$ cat src/hdl/tmw_pkg.sv
// Package with register map, field layout, reset values and shared types of the test-mode/wake-up register slice.
package tmw_pkg;

  // ==========================================================================
  // Register offsets.
  localparam logic [7:0] TMW_ADDR_TEST_SELECT_Y = 8'h0e;
  localparam logic [7:0] TMW_ADDR_TEST_PHASE_Z  = 8'h0f;
  localparam logic [7:0] TMW_ADDR_CONFIG        = 8'h10;

  // ==========================================================================
  // Reset values.
  localparam logic [7:0] TMW_RST_TEST_SELECT_Y = 8'h38;
  localparam logic [7:0] TMW_RST_TEST_PHASE_Z  = 8'h00;
  localparam logic [7:0] TMW_RST_CONFIG        = 8'h01;

  // ==========================================================================
  // Field positions shared by the two threshold registers.
  localparam int TMW_SEL_HI    = 7;
  localparam int TMW_SEL_LO    = 6;
  localparam int TMW_UPPER_HI  = 5;
  localparam int TMW_UPPER_LO  = 3;
  localparam int TMW_LOWER_HI  = 2;
  localparam int TMW_LOWER_LO  = 0;
  localparam int TMW_THR_LOW_W = 3;

  // Configuration register field positions.
  localparam int TMW_CFG_TEMP_DIS   = 7;
  localparam int TMW_CFG_ANGULAR    = 6;
  localparam int TMW_CFG_ADC_TRIGGER_OPTION_HI    = 5;
  localparam int TMW_CFG_ADC_TRIGGER_OPTION_LO    = 4;
  localparam int TMW_CFG_DOUBLE     = 3;
  localparam int TMW_CFG_TCOMP_HI   = 2;
  localparam int TMW_CFG_TCOMP_LO   = 1;
  localparam int TMW_CFG_PARITY_BIT = 0;

  // ==========================================================================
  // Test-select encodings.
  typedef enum logic [1:0] {
    TMW_TEST_NONE     = 2'b00,
    TMW_TEST_VOLTAGE  = 2'b01,
    TMW_TEST_SPIN     = 2'b10,
    TMW_TEST_DIGITAL  = 2'b11
  } tmw_test_e;

  // Register access request from the serial interface layer.
  typedef struct packed {
    logic       wr;
    logic       rd;
    logic [7:0] addr;
    logic [7:0] wdata;
  } tmw_req_s;

  // Decoded configuration fields handed to the measurement path.
  typedef struct packed {
    logic       temperature_disable;
    logic       angular_only_mode;
    logic [1:0] adc_trigger_option;
    logic       double_sensitivity;
    logic [1:0] magnet_temp_compensation;
  } tmw_cfg_s;

endpackage

$ cat src/hdl/tmw_regs.sv
// Test-select, test-phase, threshold low bits and configuration registers with wake-up compare.
`timescale 1ns/1ps
`default_nettype none

// How it works
// Test-select 00 means normal operation, no test runs and the test flag reads zero.
// Any non-zero test-select sets the test flag and routes the test result into the measurement data.
// Test-select 01 runs the bias and supply voltage test on all sensing plates and the supply.
// Test-select 10 runs the spin-switch and offset test on the channel chosen by the test-phase field.
// Test-select 11 runs the digital path test with patterns chosen by the test-phase field.
// The test-phase field is ignored in normal operation and in the voltage test.
// The Y upper low bits extend the Y upper threshold and a Y reading at or above it raises the interrupt.
// The Y lower low bits extend the Y lower threshold and a Y reading at or below it raises the interrupt.
// The Z upper low bits extend the Z upper threshold and a Z reading at or above it raises the interrupt.
// The Z lower low bits extend the Z lower threshold and a Z reading at or below it raises the interrupt.
// After reset the test-select and Y threshold register reads 38 hex.
// Wake-up only becomes active with tests off, odd configuration parity and the parity flag set.
// The parity bit gives odd parity over registers 07 to 10 without the wake-active, test-select and phase bits.
// Each full threshold joins its high-order bits with the three low bits and compares to the signed axis value.
module tmw_regs
  import tmw_pkg::*;
#(
  parameter int MEAS_W = 12,
  parameter int THR_HI_W = 8
) (
  input  wire logic                CORE_CLK_I,
  input  wire logic                RSTN_I,
  input  wire tmw_req_s            REQ_I,
  output logic [7:0]               RDATA_O,
  input  wire logic                OTHER_REGS_PARITY_I,
  input  wire logic                PARITY_UPDATE_I,
  input  wire logic                WAKE_ENABLE_I,
  input  wire logic                INT_MODE_I,
  input  wire logic [THR_HI_W-1:0] Y_UPPER_HI_I,
  input  wire logic [THR_HI_W-1:0] Y_LOWER_HI_I,
  input  wire logic [THR_HI_W-1:0] Z_UPPER_HI_I,
  input  wire logic [THR_HI_W-1:0] Z_LOWER_HI_I,
  input  wire logic                MEAS_VALID_I,
  input  wire logic [MEAS_W-1:0]   MEAS_Y_I,
  input  wire logic [MEAS_W-1:0]   MEAS_Z_I,
  input  wire logic [MEAS_W-1:0]   TEST_RESULT_I,
  input  wire logic [MEAS_W-1:0]   FIELD_RESULT_I,
  output logic [MEAS_W-1:0]        MEAS_DATA_O,
  output logic                     TEST_FLAG_O,
  output tmw_test_e                TEST_SELECT_O,
  output logic [1:0]               TEST_PHASE_SELECT_O,
  output tmw_cfg_s                 CFG_O,
  output logic                     CONFIG_PARITY_FLAG_O,
  output logic                     WAKE_ACTIVE_FLAG_O,
  output logic                     WAKE_INT_O
);

  localparam int THR_W = THR_HI_W + TMW_THR_LOW_W;
  // The threshold spans the high-order bits from the neighbouring registers plus the three low
  // bits held here, so by default it is one bit narrower than the reading.
  // The reading loses its least significant bit before the compare; a crossing by that bit alone
  // is not seen, which keeps the comparators at threshold width.
  // MEAS_W must stay at or above THR_W, otherwise the part-select of the reading runs off its bottom.

  // ==========================================================================
  // State.
  // Only three byte-wide registers live here; the other covered bytes arrive as ready-made inputs,
  // namely the threshold high-order bits and the parity of the remaining covered registers.
  // The three byte-wide registers change only on a write strobe, so the software view and the decoded view
  // never differ by more than the one cycle that a write needs to land.
  logic [7:0]        test_select_and_y_threshold_low;
  logic [7:0]        test_phase_and_z_threshold_low;
  logic [7:0]        sensor_configuration;
  logic              config_parity_flag;
  logic [7:0]        rdata;
  logic [MEAS_W-1:0] meas_data;
  logic              wake_int;
  logic [7:0]        next_test_select_and_y_threshold_low;
  logic [7:0]        next_test_phase_and_z_threshold_low;
  logic [7:0]        next_sensor_configuration;
  logic              next_config_parity_flag;
  logic [7:0]        next_rdata;
  logic [MEAS_W-1:0] next_meas_data;
  logic              next_wake_int;

  // Decoded fields.
  tmw_test_e         test_select;
  logic [1:0]        test_phase_raw;
  logic              test_flag;
  logic              phase_used;
  logic              parity_odd;
  logic              wake_active;
  logic signed [THR_W-1:0] y_upper;
  logic signed [THR_W-1:0] y_lower;
  logic signed [THR_W-1:0] z_upper;
  logic signed [THR_W-1:0] z_lower;
  logic signed [THR_W-1:0] y_meas;
  logic signed [THR_W-1:0] z_meas;
  logic              hit;

  // ==========================================================================
  // Field decode and wake-up compare.
  // Field decode; the selector is a two-bit code so every value is legal.
  assign test_select    = tmw_test_e'(test_select_and_y_threshold_low[TMW_SEL_HI:TMW_SEL_LO]);
  assign test_phase_raw = test_phase_and_z_threshold_low[TMW_SEL_HI:TMW_SEL_LO];
  assign test_flag      = (test_select != TMW_TEST_NONE);
  // The phase field keeps its stored value in every mode and is only masked on the way out, so a
  // later switch into a spin or digital test picks it up again without a rewrite.
  // Phase only reaches the analog side in spin and digital tests.
  assign phase_used     = (test_select == TMW_TEST_SPIN) ||
                          (test_select == TMW_TEST_DIGITAL);

  // Odd parity over the covered bits; selector and phase bits stay out so tests need no parity fix.
  assign parity_odd = OTHER_REGS_PARITY_I ^
                      (^test_select_and_y_threshold_low[TMW_UPPER_HI:TMW_LOWER_LO]) ^
                      (^test_phase_and_z_threshold_low[TMW_UPPER_HI:TMW_LOWER_LO]) ^
                      (^sensor_configuration);

  // Wake-up runs only with tests off and a good parity flag.
  assign wake_active = WAKE_ENABLE_I && !test_flag && config_parity_flag;

  // Full thresholds are high bits joined with the three low bits.
  assign y_upper = {Y_UPPER_HI_I, test_select_and_y_threshold_low[TMW_UPPER_HI:TMW_UPPER_LO]};
  assign y_lower = {Y_LOWER_HI_I, test_select_and_y_threshold_low[TMW_LOWER_HI:TMW_LOWER_LO]};
  assign z_upper = {Z_UPPER_HI_I, test_phase_and_z_threshold_low[TMW_UPPER_HI:TMW_UPPER_LO]};
  assign z_lower = {Z_LOWER_HI_I, test_phase_and_z_threshold_low[TMW_LOWER_HI:TMW_LOWER_LO]};
  // The thresholds cover the top bits of the signed reading.
  assign y_meas = MEAS_Y_I[MEAS_W-1 -: THR_W];
  assign z_meas = MEAS_Z_I[MEAS_W-1 -: THR_W];

  // Any crossing on either axis counts.
  // Both bounds are inclusive; software must keep each lower bound at least two below its upper bound,
  // otherwise every conversion counts as a crossing.
  assign hit = (y_meas >= y_upper) || (y_meas <= y_lower) ||
               (z_meas >= z_upper) || (z_meas <= z_lower);

  // ==========================================================================
  // Next-state logic for registers, parity flag, read data and outputs.
  always_comb begin
    // Every next value defaults to its register, so only the strobed paths and the wake-up drop below change state.
    next_test_select_and_y_threshold_low = test_select_and_y_threshold_low;
    next_test_phase_and_z_threshold_low  = test_phase_and_z_threshold_low;
    next_sensor_configuration            = sensor_configuration;
    next_config_parity_flag              = config_parity_flag;
    next_rdata                           = rdata;
    next_meas_data                       = meas_data;
    next_wake_int                        = wake_int;
    // Writes land on the next edge; an unmapped address leaves every register untouched.
    if (REQ_I.wr) begin
      unique case (REQ_I.addr)
        TMW_ADDR_TEST_SELECT_Y: next_test_select_and_y_threshold_low = REQ_I.wdata;
        TMW_ADDR_TEST_PHASE_Z:  next_test_phase_and_z_threshold_low  = REQ_I.wdata;
        TMW_ADDR_CONFIG:        next_sensor_configuration            = REQ_I.wdata;
        default: ;
      endcase
    end
    // The flag is recomputed only on an update pulse, never on a write alone, so software sees
    // the old flag until the update that follows its write.
    // The flag takes the parity on the edge that ends an update pulse, not one cycle after a covered write.
    // A bad parity at that update drops the flag, which in turn stops wake-up.
    if (PARITY_UPDATE_I) begin
      next_config_parity_flag = parity_odd;
    end
    // Reads capture the current contents, so a read in the same cycle as a write returns the old
    // value; an unmapped address reads as zero.
    if (REQ_I.rd) begin
      unique case (REQ_I.addr)
        TMW_ADDR_TEST_SELECT_Y: next_rdata = test_select_and_y_threshold_low;
        TMW_ADDR_TEST_PHASE_Z:  next_rdata = test_phase_and_z_threshold_low;
        TMW_ADDR_CONFIG:        next_rdata = sensor_configuration;
        default:                next_rdata = 8'h00;
      endcase
    end
    // Test results replace field data while any test runs.
    // The choice follows the test flag at the conversion strobe, not at the time the word is read,
    // so a test switched on between conversions only shows with the next conversion.
    if (MEAS_VALID_I) begin
      next_meas_data = test_flag ? TEST_RESULT_I : FIELD_RESULT_I;
      next_wake_int  = wake_active && !INT_MODE_I && hit;
    end
    // Losing the wake condition or setting the interrupt mode drops a pending interrupt on the
    // next edge, even without a new conversion.
    if (!wake_active || INT_MODE_I) begin
      next_wake_int = 1'b0;
    end
  end

  // Register stage; the parity flag starts cleared so software must fix the parity once.
  // Reset loads constants only; read data and the measurement word clear too, so RDATA_O shows zero
  // after reset until the first read captures the contents of a register.
  always_ff @(posedge CORE_CLK_I) begin
    if (!RSTN_I) begin
      test_select_and_y_threshold_low <= TMW_RST_TEST_SELECT_Y;
      test_phase_and_z_threshold_low  <= TMW_RST_TEST_PHASE_Z;
      sensor_configuration            <= TMW_RST_CONFIG;
      config_parity_flag              <= 1'b0;
      rdata                           <= 8'h00;
      meas_data                       <= '0;
      wake_int                        <= 1'b0;
    end else begin
      test_select_and_y_threshold_low <= next_test_select_and_y_threshold_low;
      test_phase_and_z_threshold_low  <= next_test_phase_and_z_threshold_low;
      sensor_configuration            <= next_sensor_configuration;
      config_parity_flag              <= next_config_parity_flag;
      rdata                           <= next_rdata;
      meas_data                       <= next_meas_data;
      wake_int                        <= next_wake_int;
    end
  end

  // ==========================================================================
  // Outputs.
  // Status outputs are decoded straight from the registers, so the measurement path sees a new
  // test or phase in the cycle after the write, with no extra pipeline stage.
  assign RDATA_O              = rdata;
  assign MEAS_DATA_O          = meas_data;
  assign TEST_FLAG_O          = test_flag;
  assign TEST_SELECT_O        = test_select;
  assign TEST_PHASE_SELECT_O  = phase_used ? test_phase_raw : 2'b00;
  assign CONFIG_PARITY_FLAG_O = config_parity_flag;
  assign WAKE_ACTIVE_FLAG_O   = wake_active;
  assign WAKE_INT_O           = wake_int;
  assign CFG_O.temperature_disable      = sensor_configuration[TMW_CFG_TEMP_DIS];
  assign CFG_O.angular_only_mode        = sensor_configuration[TMW_CFG_ANGULAR];
  assign CFG_O.adc_trigger_option       = sensor_configuration[TMW_CFG_ADC_TRIGGER_OPTION_HI:TMW_CFG_ADC_TRIGGER_OPTION_LO];
  assign CFG_O.double_sensitivity       = sensor_configuration[TMW_CFG_DOUBLE];
  assign CFG_O.magnet_temp_compensation = sensor_configuration[TMW_CFG_TCOMP_HI:TMW_CFG_TCOMP_LO];

endmodule

`default_nettype wire

$ cat config.mk
export PLATFORM = sky130hd
export DESIGN_NAME = tmw_regs
export DESIGN_NICKNAME = d
export VERILOG_FILES = /design/src/hdl/tmw_pkg.sv /design/src/hdl/tmw_regs.sv
export SDC_FILE = /design/constraint.sdc
export NUM_CORES = 1
export LEC_CHECK = 0
export BUFFER_PORTS_ARGS = -buffer_cell sky130_fd_sc_hd__buf_2
export CAP_MARGIN = 20
export CORE_MARGIN = 2
export CORE_UTILIZATION = 44
export DETAILED_ROUTE_END_ITERATION = 7
export PLACE_DENSITY = 0.77
export SLEW_MARGIN = 20
export SYNTH_ARGS = -nofsm -noshare
export SYNTH_HDL_FRONTEND = slang
export SYNTH_SLANG_ARGS = --single-unit
export TNS_END_PERCENT = 30
$ cat constraint.sdc
create_clock -name CORE_CLK_I -period 1.6 [get_ports CORE_CLK_I]
set_input_delay 0.08 -clock CORE_CLK_I [delete_from_list [all_inputs] [get_ports CORE_CLK_I]]
set_output_delay 0.08 -clock CORE_CLK_I [all_outputs]
set_load 0.02 [all_outputs]
==> reports/qor.txt, run 1 <==
fin crit share = 1.08
Routed Antenna Nets = 0
detailed placer's ending HPWL = 7000 µm
Die ar. = 0.00834 mm²
met3 usage = 0.0307
power density cells = 590 mW/mm²
core region area = 0.00733 mm²
VDD IR max = 0.455 mV
Mapped Area = 0.00336 mm²
Reg clk slew, reported paths = 90 ps
crit end category = flip-flop
Hold Startpoint = REQ_I[3]
Bufs and invs on worst path = 1
Max clock buf depth = 2
post-synthesis register bit count = 46
Vias = 3,462
fin crit period = 1740 ps
Async S/R FF share, synth = 0
largest net degree at the start of global routing = 35
RSZ-0062 raised after global routing = true
fraction of layout cells with a size suffix above 1 = 0.343
vias in the first global route = 3,374
routed wire length = 8810 µm
Max Clock Freq = 576 MHz
top cells by area, synth = dfxtp_1, ha_1, inv_1
Hold Crit Depth = 3
most frequent cell after synthesis = inv_1
clock sinks = 46
DP Cell Count = 645
biggest cell delay along the critical path = 360 ps
yosys warns = 0
Gate Count Post-Synth = 413
fin area = 0.00443 mm²
post-DR vias/cell = 5.28
MaxCap Viol Count = 0
gr ovfl total = 0
Final Hold Fails = 0
initial DRC count = 204
dominant cell type by area after synthesis = dfxtp_1
Worst Path Arrival = 1920 ps
clk_skew = 5.56 ps
final core occ = 0.604
hold_buf cts = 0
critical path's slowest cell = dfxtp_2
mux contribution to synthesized area = 0.0239
Setup crit start kind = flip-flop
CP Cell Sequence = inv_1 -> ha_4 -> nand3_1 -> a21boi_0 -> o31ai_2 -> nand4_1 -> nor4bb_2 -> a31oi_1
Distinct cells, synth = 41
Net Count, Synth = 562
Die X = 91.3 µm
Die H = 91.3 µm
Nets = 705
largest family of logic cells by synthesized area = simple AND/OR/NAND/NOR gates
failing checks = negative setup slack
fin. max-slew vios = 0
share of the synthesized area in the top cell type = 0.274
Area Growth Syn to Fin = 32.0%
WL/cell = 13.4 µm
clk_lat worst skew = 300 ps
Worst Path Required = 1780 ps
Synth Flop Type = dfxtp_1
Worst Setup Slack, final = -136 ps
fin cells = 656
IO Port Bufs = 137
DRC = 0
Compound-Gate Fraction of Synth Area = 0.177
IO Pins = 140
clock root buffer = clkbuf_8
Synth Area in Adders = 0.164
kind of critical path = flip-flop to flip-flop
CTS tree = done
Seq/Total Area, Yosys = 0.274
Reg-to-Reg End = WAKE_INT_O
top cells by count, synth = inv_1, nand2_1, dfxtp_1
met1 GRT Util = 0.259
met2 usage = 0.375
flop2flop setup slack = -140 ps
placed cell areas = 0.00421 mm²
Post-Synth XOR/XNOR Area = 0.0537
initial antenna violation count = 0
first-pass GRT wire length = 14,700 µm
Max-slew headroom = 0.658
Initial Util = 0.458
leak pwr = 2.27 nW
Ant. Diodes = 0
CP max FO = 3
1st-pass router iterations = 5
Rows = 31
total clock buffers created by CTS = 5
Post-synth EDFFs = 0
mean post-synth cell area = 8.13 µm²
GRT Resource Usage Total = 0.209
Final GP Congestion = 0.907
crit-path leading delay family = compound AO/OA/AOI/OAI gates
Hold Crit Class = primary input to flip-flop
Setup Viol. Count Final = 2
Post-Synth Simple-Gate Area = 0.204
number of fill cells = 651
Slew @ Worst Pin = 514 ps
r2r worst-path depth = 8
reg-to-reg startpoint = test_phase_and_z_threshold_low[2]
worst hold endpoint = test_select_and_y_threshold_low[3]
status = finished with violations
global routing's busiest layer = met2
htree depth = 2
sequential cells by signal (all words and copies together), names as in the netlist:
| register | cells |
|---|---|
| WAKE_INT_O | 1 |
| test_select_and_y_threshold_low | 8 |
| CONFIG_PARITY_FLAG_O | 1 |
| sensor_configuration | 8 |
| MEAS_DATA_O | 12 |
| test_phase_and_z_threshold_low | 8 |
| RDATA_O | 8 |
power by group:
part / internal [mW] / leakage [nW] / switching [mW]
clock: 0.465 / 0.0504 / 0.416
sequential: 1.17 / 0.377 / 0.0121
combinational: 0.269 / 1.84 / 0.283
total: 1.90 / 2.27 / 0.712
metal layers:
metal,routed length [µm],share of wire,up-vias
met1,3600,0.41,1603
met5,0,0,-
li1,-,-,1710
met4,157,0.018,0
met2,4410,0.50,133
met3,636,0.072,16
cell families (layout without fill, tap and decap cells):
group / after synthesis / after routing
AOI/OAI and AO/OA: 80 / 80
xor gates and xnor gates: 19 / 19
adders and majority gates: 44 / 44
buffers and inverters: 80 / 224
DFF: 46 / 46
muxes: 8 / 8
and+or+nand+nor: 136 / 136
metrics by stage:
step | setup TNS (ps) | setup WS, ps | hold slack, ps | total power [mW]
after floorplan | 0 | 9.31 | 208 | 1.50
after global placement | -124 | -48.5 | 358 | 1.72
after detailed placement | -521 | -109 | 366 | 1.74
after CTS | -23.1 | -12.6 | 54.0 | 2.62
after global routing | -345 | -223 | 66.5 | 2.74
final | -207 | -136 | 56.2 | 2.61
placed cells by master (no fill, tap or decap), types with 2 or more instances in the layout:
cell / Yosys / routed
xnor2_2: 0 / 2
nor2_2: 1 / 2
clkbuf_8: 0 / 5
o21ai_0: 6 / 3
ha_4: 0 / 3
buf_4: 10 / 21
inv_1: 55 / 54
dfxtp_1: 46 / 38
dfxtp_2: 0 / 8
nand3_1: 36 / 36
buf_2: 1 / 137
o211a_1: 12 / 12
xnor2_1: 15 / 13
a211oi_1: 2 / 2
nand2_1: 51 / 51
a21boi_0: 12 / 12
nor2b_1: 8 / 8
xor2_1: 3 / 3
clkinvlp_4: 0 / 2
o2111ai_1: 2 / 2
a31oi_1: 2 / 2
o22ai_1: 10 / 10
ha_1: 44 / 41
mux2i_1: 8 / 8
and2_1: 11 / 11
o211ai_1: 2 / 2
a21o_1: 5 / 5
a21oi_1: 12 / 11
o21ai_1: 0 / 3
nor2_1: 9 / 8
nand4_1: 12 / 12
buf_12: 0 / 2
a222oi_1: 8 / 8
a21boi_1: 4 / 4
how the worst max path moves through the flow:
stage                                                   from                    to  slack (ps)  depth (start not counted)
after detailed placement  test_select_and_y_threshold_low[5]            WAKE_INT_O        -110                          8
after floorplan           test_select_and_y_threshold_low[2]            WAKE_INT_O           9                          8
final                      test_phase_and_z_threshold_low[2]            WAKE_INT_O        -140                          8
after global placement    test_select_and_y_threshold_low[2]  CONFIG_PARITY_FLAG_O         -50                          7
after global routing       test_phase_and_z_threshold_low[2]            WAKE_INT_O        -220                          8
after CTS                  test_phase_and_z_threshold_low[1]            WAKE_INT_O         -10                          8
worst reg2reg max path, stage by stage (launching register included):
cell and delay [ps]:
dfxtp_2 360, inv_1 70, ha_4 270, nand3_1 80
a21boi_0 280, o31ai_2 110, nand4_1 110, nor4bb_2 220
a31oi_1 120
cell type report:
cell class,instances,area (µm²),share of cell area
clock inverter,3,45.0,0.0102
multi-input combinational,287,2160,0.487
timing repair buffer,161,895,0.202
inverter,55,206,0.0466
clock buffer,5,68.8,0.0155
tap,99,124,0.0280
sequential,46,931,0.210
repair_timing:
item | 4_1_cts | 5_1_grt
resized for setup | 18 | 4
pin swaps | 13 | 7
endpoints found under the hold margin | 0 | 0
endpoints found under the setup margin | 2 | 2
gates cloned | 0 | 0
setup buffers | 3 | 0
Note: power is estimated with default switching activity, not from simulation.
==> inputs of run 2 (changes only) <==
--- a/config.mk
+++ b/config.mk
@@ -10,7 +10,7 @@
 export CORE_MARGIN = 2
 export CORE_UTILIZATION = 44
 export DETAILED_ROUTE_END_ITERATION = 7
-export PLACE_DENSITY = 0.77
+export PLACE_DENSITY_LB_ADDON = 0.25
 export SLEW_MARGIN = 20
 export SYNTH_ARGS = -nofsm -noshare
 export SYNTH_HDL_FRONTEND = slang
==> run 2 against run 1 <==
Compared with the run above: the flow still finishes with violations (negative setup slack); combinational power about the same; sequential power about the same; register-to-register slack better by 98 ps; cell count up 0.61%; first-iteration DRC count down 22%; critical endpoint is now CONFIG_PARITY_FLAG_O; largest power group unchanged.
==> reports/qor.txt, run 2 (synthesized netlist as in run 1, its figures left out) <==
leak pwr = 2.29 nW (was 2.27 nW)
gr ovfl total = 0 (unchanged)
VDD IR max = 0.348 mV (was 0.455 mV)
Die ar. = 0.00834 mm² (unchanged)
r2r worst-path depth = 6 (was 8)
fin crit period = 1640 ps (was 1740 ps)
clk_skew = 4.71 ps (was 5.56 ps)
critical path's slowest cell = xnor3_1 (was dfxtp_2)
core region area = 0.00733 mm² (unchanged)
Worst Setup Slack, final = -37.7 ps (was -136 ps)
Max clock buf depth = 2 (unchanged)
Rows = 31 (unchanged)
Routed Antenna Nets = 0 (unchanged)
fraction of layout cells with a size suffix above 1 = 0.362 (was 0.343)
commonest non-fill, non-tap cell in the layout = buf_2 (unchanged)
vias in the first global route = 3,415 (was 3,374)
first-pass GRT wire length = 14,900 µm (was 14,700 µm)
Setup Viol. Count Final = 1 (was 2)
clk_lat worst skew = 290 ps (was 300 ps)
most frequent cells in the layout = buf_2, inv_1, nand2_1, ha_1, dfxtp_1 (unchanged)
power density cells = 578 mW/mm² (was 590 mW/mm²)
setup_tns = -37.7 ps (was -207 ps)
worst hold endpoint = test_phase_and_z_threshold_low[0] (was test_select_and_y_threshold_low[3])
RSZ-0062 raised after global routing = true (unchanged)
1st-pass router iterations = 6 (was 5)
Nets = 709 (was 705)
Max-slew headroom = 0.691 (was 0.658)
clock sinks = 46 (unchanged)
htree depth = 2 (unchanged)
WL/cell = 13.4 µm (about the same)
Die H = 91.3 µm (unchanged)
clock root buffer = clkbuf_8 (unchanged)
Hold Startpoint = REQ_I[0] (was REQ_I[3])
Slew @ Worst Pin = 463 ps (was 514 ps)
Reg clk slew, reported paths = 90 ps (about the same)
Hold Crit Depth = 3 (unchanged)
Setup crit start kind = flip-flop (unchanged)
status = finished with violations (unchanged)
initial antenna violation count = 0 (unchanged)
IO Pins = 140 (unchanged)
Critical Path Start = test_phase_and_z_threshold_low[2] (unchanged)
Die X = 91.3 µm (unchanged)
fin crit share = 1.02 (was 1.08)
reg-to-reg startpoint = test_phase_and_z_threshold_low[2] (unchanged)
total clock buffers created by CTS = 5 (unchanged)
MaxCap Viol Count = 0 (unchanged)
final core occ = 0.615 (was 0.604)
kind of critical path = flip-flop to flip-flop (unchanged)
Final Hold Fails = 0 (unchanged)
Reg-to-Reg End = CONFIG_PARITY_FLAG_O (was WAKE_INT_O)
CP Cell Sequence = xnor2_2 -> xnor2_1 -> xnor2_1 -> xnor3_1 -> mux2i_1 -> nor2b_1 (was inv_1 -> ha_4 -> nand3_1 -> a21boi_0 -> o31ai_2 -> nand4_1 -> nor4bb_2 -> a31oi_1)
max reg flops = 12 (unchanged)
initial DRC count = 160 (was 204)
number of fill cells = 677 (was 651)
largest net degree at the start of global routing = 27 (was 35)
detailed placer's ending HPWL = 7000 µm (about the same)
failing checks = negative setup slack (unchanged)
CP max FO = 3 (unchanged)
Vias = 3,385 (was 3,462)
Final GP Congestion = 0.904 (was 0.907)
Ant. Diodes = 0 (unchanged)
routed wire length = 8860 µm (was 8810 µm)
DRC = 0 (unchanged)
IO Port Bufs = 137 (unchanged)
Hold Crit Class = primary input to flip-flop (unchanged)
biggest cell delay along the critical path = 440 ps (was 360 ps)
Max Clock Freq = 611 MHz (was 576 MHz)
CTS tree = done (unchanged)
fin. max-slew vios = 0 (unchanged)
flop2flop setup slack = -40 ps (was -140 ps)
Worst Path Arrival = 1830 ps (was 1920 ps)
Initial Util = 0.458 (unchanged)
Area Growth Syn to Fin = 34.4% (was 32.0%)
Worst Path Required = 1790 ps (was 1780 ps)
GRT Resource Usage Total = 0.214 (was 0.209)
post-DR vias/cell = 5.13 (was 5.28)
crit end category = flip-flop (unchanged)
CP most frequent cell = xnor2_1
## run 2: cell count changes in the layout (fill, tap and decap cells not counted), sizes merged
cell,previous run,this run
inv,55,54
clkinvlp,2,3
buf,161,165
## run 2: stage by stage
step	instances	hold WS, ps	area [µm²]	power, mW	worst slack [ps]
2_1_floorplan	413	208	3360	1.50	9.31
3_3_place_gp	649	354	4240	1.72	-14.3
3_5_place_dp	649	361	4240	1.73	-64.9
4_1_cts	659	46.8	4430	2.62	-10.1
5_1_grt	660	68.7	4510	2.75	-58.3
6_report	660	59.4	4510	2.61	-37.7
## run 2: worst max path at each step
stage,end,depth (start not counted)
2_1_floorplan,WAKE_INT_O,8
3_3_place_gp,WAKE_INT_O,8
3_5_place_dp,WAKE_INT_O,8
4_1_cts,WAKE_INT_O,8
5_1_grt,WAKE_INT_O,8
6_report,CONFIG_PARITY_FLAG_O,6
## run 2: power by group
part | total, mW | internal (mW) | switching, mW | leakage (nW)
Combinational | 0.553 | 0.273 | 0.280 | 1.87
Clock | 0.874 | 0.465 | 0.409 | 0.0504
Sequential | 1.18 | 1.17 | 0.0132 | 0.376
## run 2: layout make-up
| type | instances | area (µm²) | share of cell area |
|---|---|---|---|
| clock buffer | 5 | 68.8 | 0.0153 |
| clock inverter | 3 | 45.0 | 0.00999 |
| inverter | 55 | 213 | 0.0472 |
| multi-input combinational | 287 | 2200 | 0.488 |
| sequential | 46 | 933 | 0.207 |
| tap | 99 | 124 | 0.0275 |
| timing repair buffer | 165 | 925 | 0.205 |
## run 2: timing repair
| item | 4_1_cts | 5_1_grt |
|---|---|---|
| gates resized for setup | 14 | 19 |
| setup buffers | 2 | 1 |
| endpoints found under the setup margin | 2 | 3 |
| pin swaps | 14 | 11 |
| hold buffers | 0 | 0 |
## run 2: metal layers
layer / global-route usage / part of all wire / vias to the layer above
li1: - / - / 1723
met1: 0.274 / 0.45 / 1530
met2: 0.371 / 0.48 / 120
met3: 0.0365 / 0.058 / 12
met4: 0.0556 / 0.017 / 0
met5: 0 / 0 / -
## run 2: worst max-delay path, delay by kind of cell, from the launching register on
family                    cells  cell delay, ps
xor gates and xnor gates      4             960
DFF                           1             380
muxes                         1             140
and+or+nand+nor               1              60
==> inputs of run 3 (changes only) <==
--- a/config.mk
+++ b/config.mk
@@ -10,6 +10,7 @@
 export CORE_MARGIN = 2
 export CORE_UTILIZATION = 44
 export DETAILED_ROUTE_END_ITERATION = 7
+export MAX_ROUTING_LAYER = met4
 export PLACE_DENSITY_LB_ADDON = 0.25
 export SLEW_MARGIN = 20
 export SYNTH_ARGS = -nofsm -noshare
==> run 3 against run 2 <==
Compared with the run above: the flow still finishes with violations (negative setup slack); global-route usage increased by 0.60 points; cell area unchanged; sequential share of layout area unchanged; via count decreased by 0.50%; routed wire length decreased by 0.50%; critical path type unchanged; largest cell class unchanged.
==> reports/qor.txt, run 3 (synthesized netlist as in run 1, its figures left out) <==
Ant. Diodes = 0 (unchanged)
post-DR vias/cell = 5.10 (was 5.13)
Nets = 709 (unchanged)
area occupied by multi-input gates = 0.00220 mm² (unchanged)
leak pwr = 2.29 nW (unchanged)
Reg area = 933 µm² (unchanged)
Slew @ Worst Pin = 465 ps (was 463 ps)
Setup Viol. Count Final = 1 (unchanged)
fin crit period = 1630 ps (was 1640 ps)
Worst Path Arrival = 1830 ps (about the same)
detailed placer's ending HPWL = 7000 µm (unchanged)
core region area = 0.00733 mm² (unchanged)
status = finished with violations (unchanged)
Final Hold Fails = 0 (unchanged)
Max Clock Freq = 612 MHz (was 611 MHz)
initial DRC count = 169 (was 160)
power density cells = 577 mW/mm² (was 578 mW/mm²)
most frequent cells in the layout = buf_2, inv_1, nand2_1, ha_1, dfxtp_1 (unchanged)
Die X = 91.3 µm (unchanged)
clk_lat worst skew = 290 ps (about the same)
CTS tree = done (unchanged)
flop2flop setup slack = -30 ps (was -40 ps)
VDD IR max = 0.348 mV (about the same)
htree depth = 2 (unchanged)
Max clock buf depth = 2 (unchanged)
DRC = 0 (unchanged)
max reg flops = 12 (unchanged)
failing checks = negative setup slack (unchanged)
Seq pwr share = 0.453 (about the same)
Die H = 91.3 µm (unchanged)
GRT Resource Usage Total = 0.220 (was 0.214)
first-pass GRT wire length = 14,900 µm (unchanged)
Logic pwr share = 0.212 (about the same)
fin crit share = 1.02 (about the same)
Hold Crit Class = primary input to flip-flop (unchanged)
Worst Path Required = 1790 ps (about the same)
Hold Crit Depth = 3 (unchanged)
crit end category = flip-flop (unchanged)
routed wire length = 8810 µm (was 8860 µm)
switching pwr = 700 µW (was 702 µW)
Final GP Congestion = 0.920 (was 0.904)
RSZ-0062 raised after global routing = true (unchanged)
Reg clk slew, reported paths = 90 ps (about the same)
clock sinks = 46 (unchanged)
WL/cell = 13.4 µm (about the same)
commonest non-fill, non-tap cell in the layout = buf_2 (unchanged)
Area Growth Syn to Fin = 34.4% (unchanged)
fraction of layout cells with a size suffix above 1 = 0.362 (unchanged)
Setup crit start kind = flip-flop (unchanged)
Routed Antenna Nets = 0 (unchanged)
initial antenna violation count = 0 (unchanged)
Worst Setup Slack, final = -34.4 ps (was -37.7 ps)
Initial Util = 0.458 (unchanged)
MaxCap Viol Count = 0 (unchanged)
Vias = 3,368 (was 3,385)
fin. max-slew vios = 0 (unchanged)
Hold Startpoint = REQ_I[0] (unchanged)
CP max FO = 3 (unchanged)
total clock buffers created by CTS = 5 (unchanged)
Max-slew headroom = 0.690 (was 0.691)
fin area = 0.00451 mm² (unchanged)
hold_buf cts = 0 (unchanged)
Sw Ratio = 0.269 (about the same)
clock root buffer = clkbuf_8 (unchanged)
Critical Path Start = test_phase_and_z_threshold_low[2] (unchanged)
WHS = 61.2 ps (was 59.4 ps)
largest net degree at the start of global routing = 27 (unchanged)
r2r worst-path depth = 6 (unchanged)
Rows = 31 (unchanged)
Total Power = 2.60 mW (was 2.61 mW)
1st-pass router iterations = 6 (unchanged)
kind of critical path = flip-flop to flip-flop (unchanged)
gr ovfl total = 0 (unchanged)
reg-to-reg startpoint = test_phase_and_z_threshold_low[2] (unchanged)
clk_skew = 5.27 ps (was 4.71 ps)
P_int = 1.90 mW (unchanged)
Die ar. = 0.00834 mm² (unchanged)
placed cell areas = 0.00424 mm² (unchanged)
IO Port Bufs = 137 (unchanged)
IO Pins = 140 (unchanged)
clock share of power = 0.335 (about the same)
number of fill cells = 677 (unchanged)
vias in the first global route = 3,411 (was 3,415)
## run 3: routing by layer
layer | wire, µm | GRT usage
met3 | 483 | 0.0324
met1 | 3940 | 0.277
met5 | 0 | -
met4 | 114 | 0.0556
met2 | 4280 | 0.371
## run 3: power groups by stage
stage / sequential, mW / clock [mW] / combinational, mW
floorplan: 1.23 / 0 / 0.267
global placement: 1.21 / 0 / 0.516
detailed placement: 1.21 / 0 / 0.527
CTS: 1.18 / 0.902 / 0.542
global route: 1.18 / 0.942 / 0.623
finish: 1.18 / 0.872 / 0.553
## run 3: layout make-up
class	count	share of cell area
timing repair buffer	165	0.205
clock buffer	5	0.0153
sequential	46	0.207
multi-input combinational	287	0.488
tap	99	0.0275
clock inverter	3	0.00999
inverter	55	0.0472
## run 3: through the flow
step | std cells | worst slack [ps] | util | TNS (ps)
final | 660 | -34.4 | 0.615 | -34.4
after global routing | 660 | -58.3 | 0.615 | -154
after detailed placement | 649 | -64.9 | 0.578 | -115
after global placement | 649 | -14.3 | 0.578 | -14.3
after floorplan | 413 | 9.31 | - | 0
after CTS | 659 | -10.1 | 0.604 | -17.3
## run 3: path summary, 6_finish.rpt
| kind | endpoint |
|---|---|
| worst max-delay path | CONFIG_PARITY_FLAG_O |
| worst min-delay path | test_phase_and_z_threshold_low[0] |
| worst max register to register | CONFIG_PARITY_FLAG_O |
| worst min register to register | MEAS_DATA_O[3] |
## run 3: what timing repair did
action / 4_1_cts / 5_1_grt
cloned: 0 / 0
buffers inserted: 2 / 1
endpoints found under the setup margin: 2 / 3
pin swaps: 14 / 11
gates resized for setup: 14 / 19
## run 3: critical path, cell delays in order, from the launching register on
cell,delay (ps)
dfxtp_4,380
xnor2_2,140
xnor2_1,220
xnor2_1,160
xnor3_1,440
mux2i_1,140
nor2b_1,60
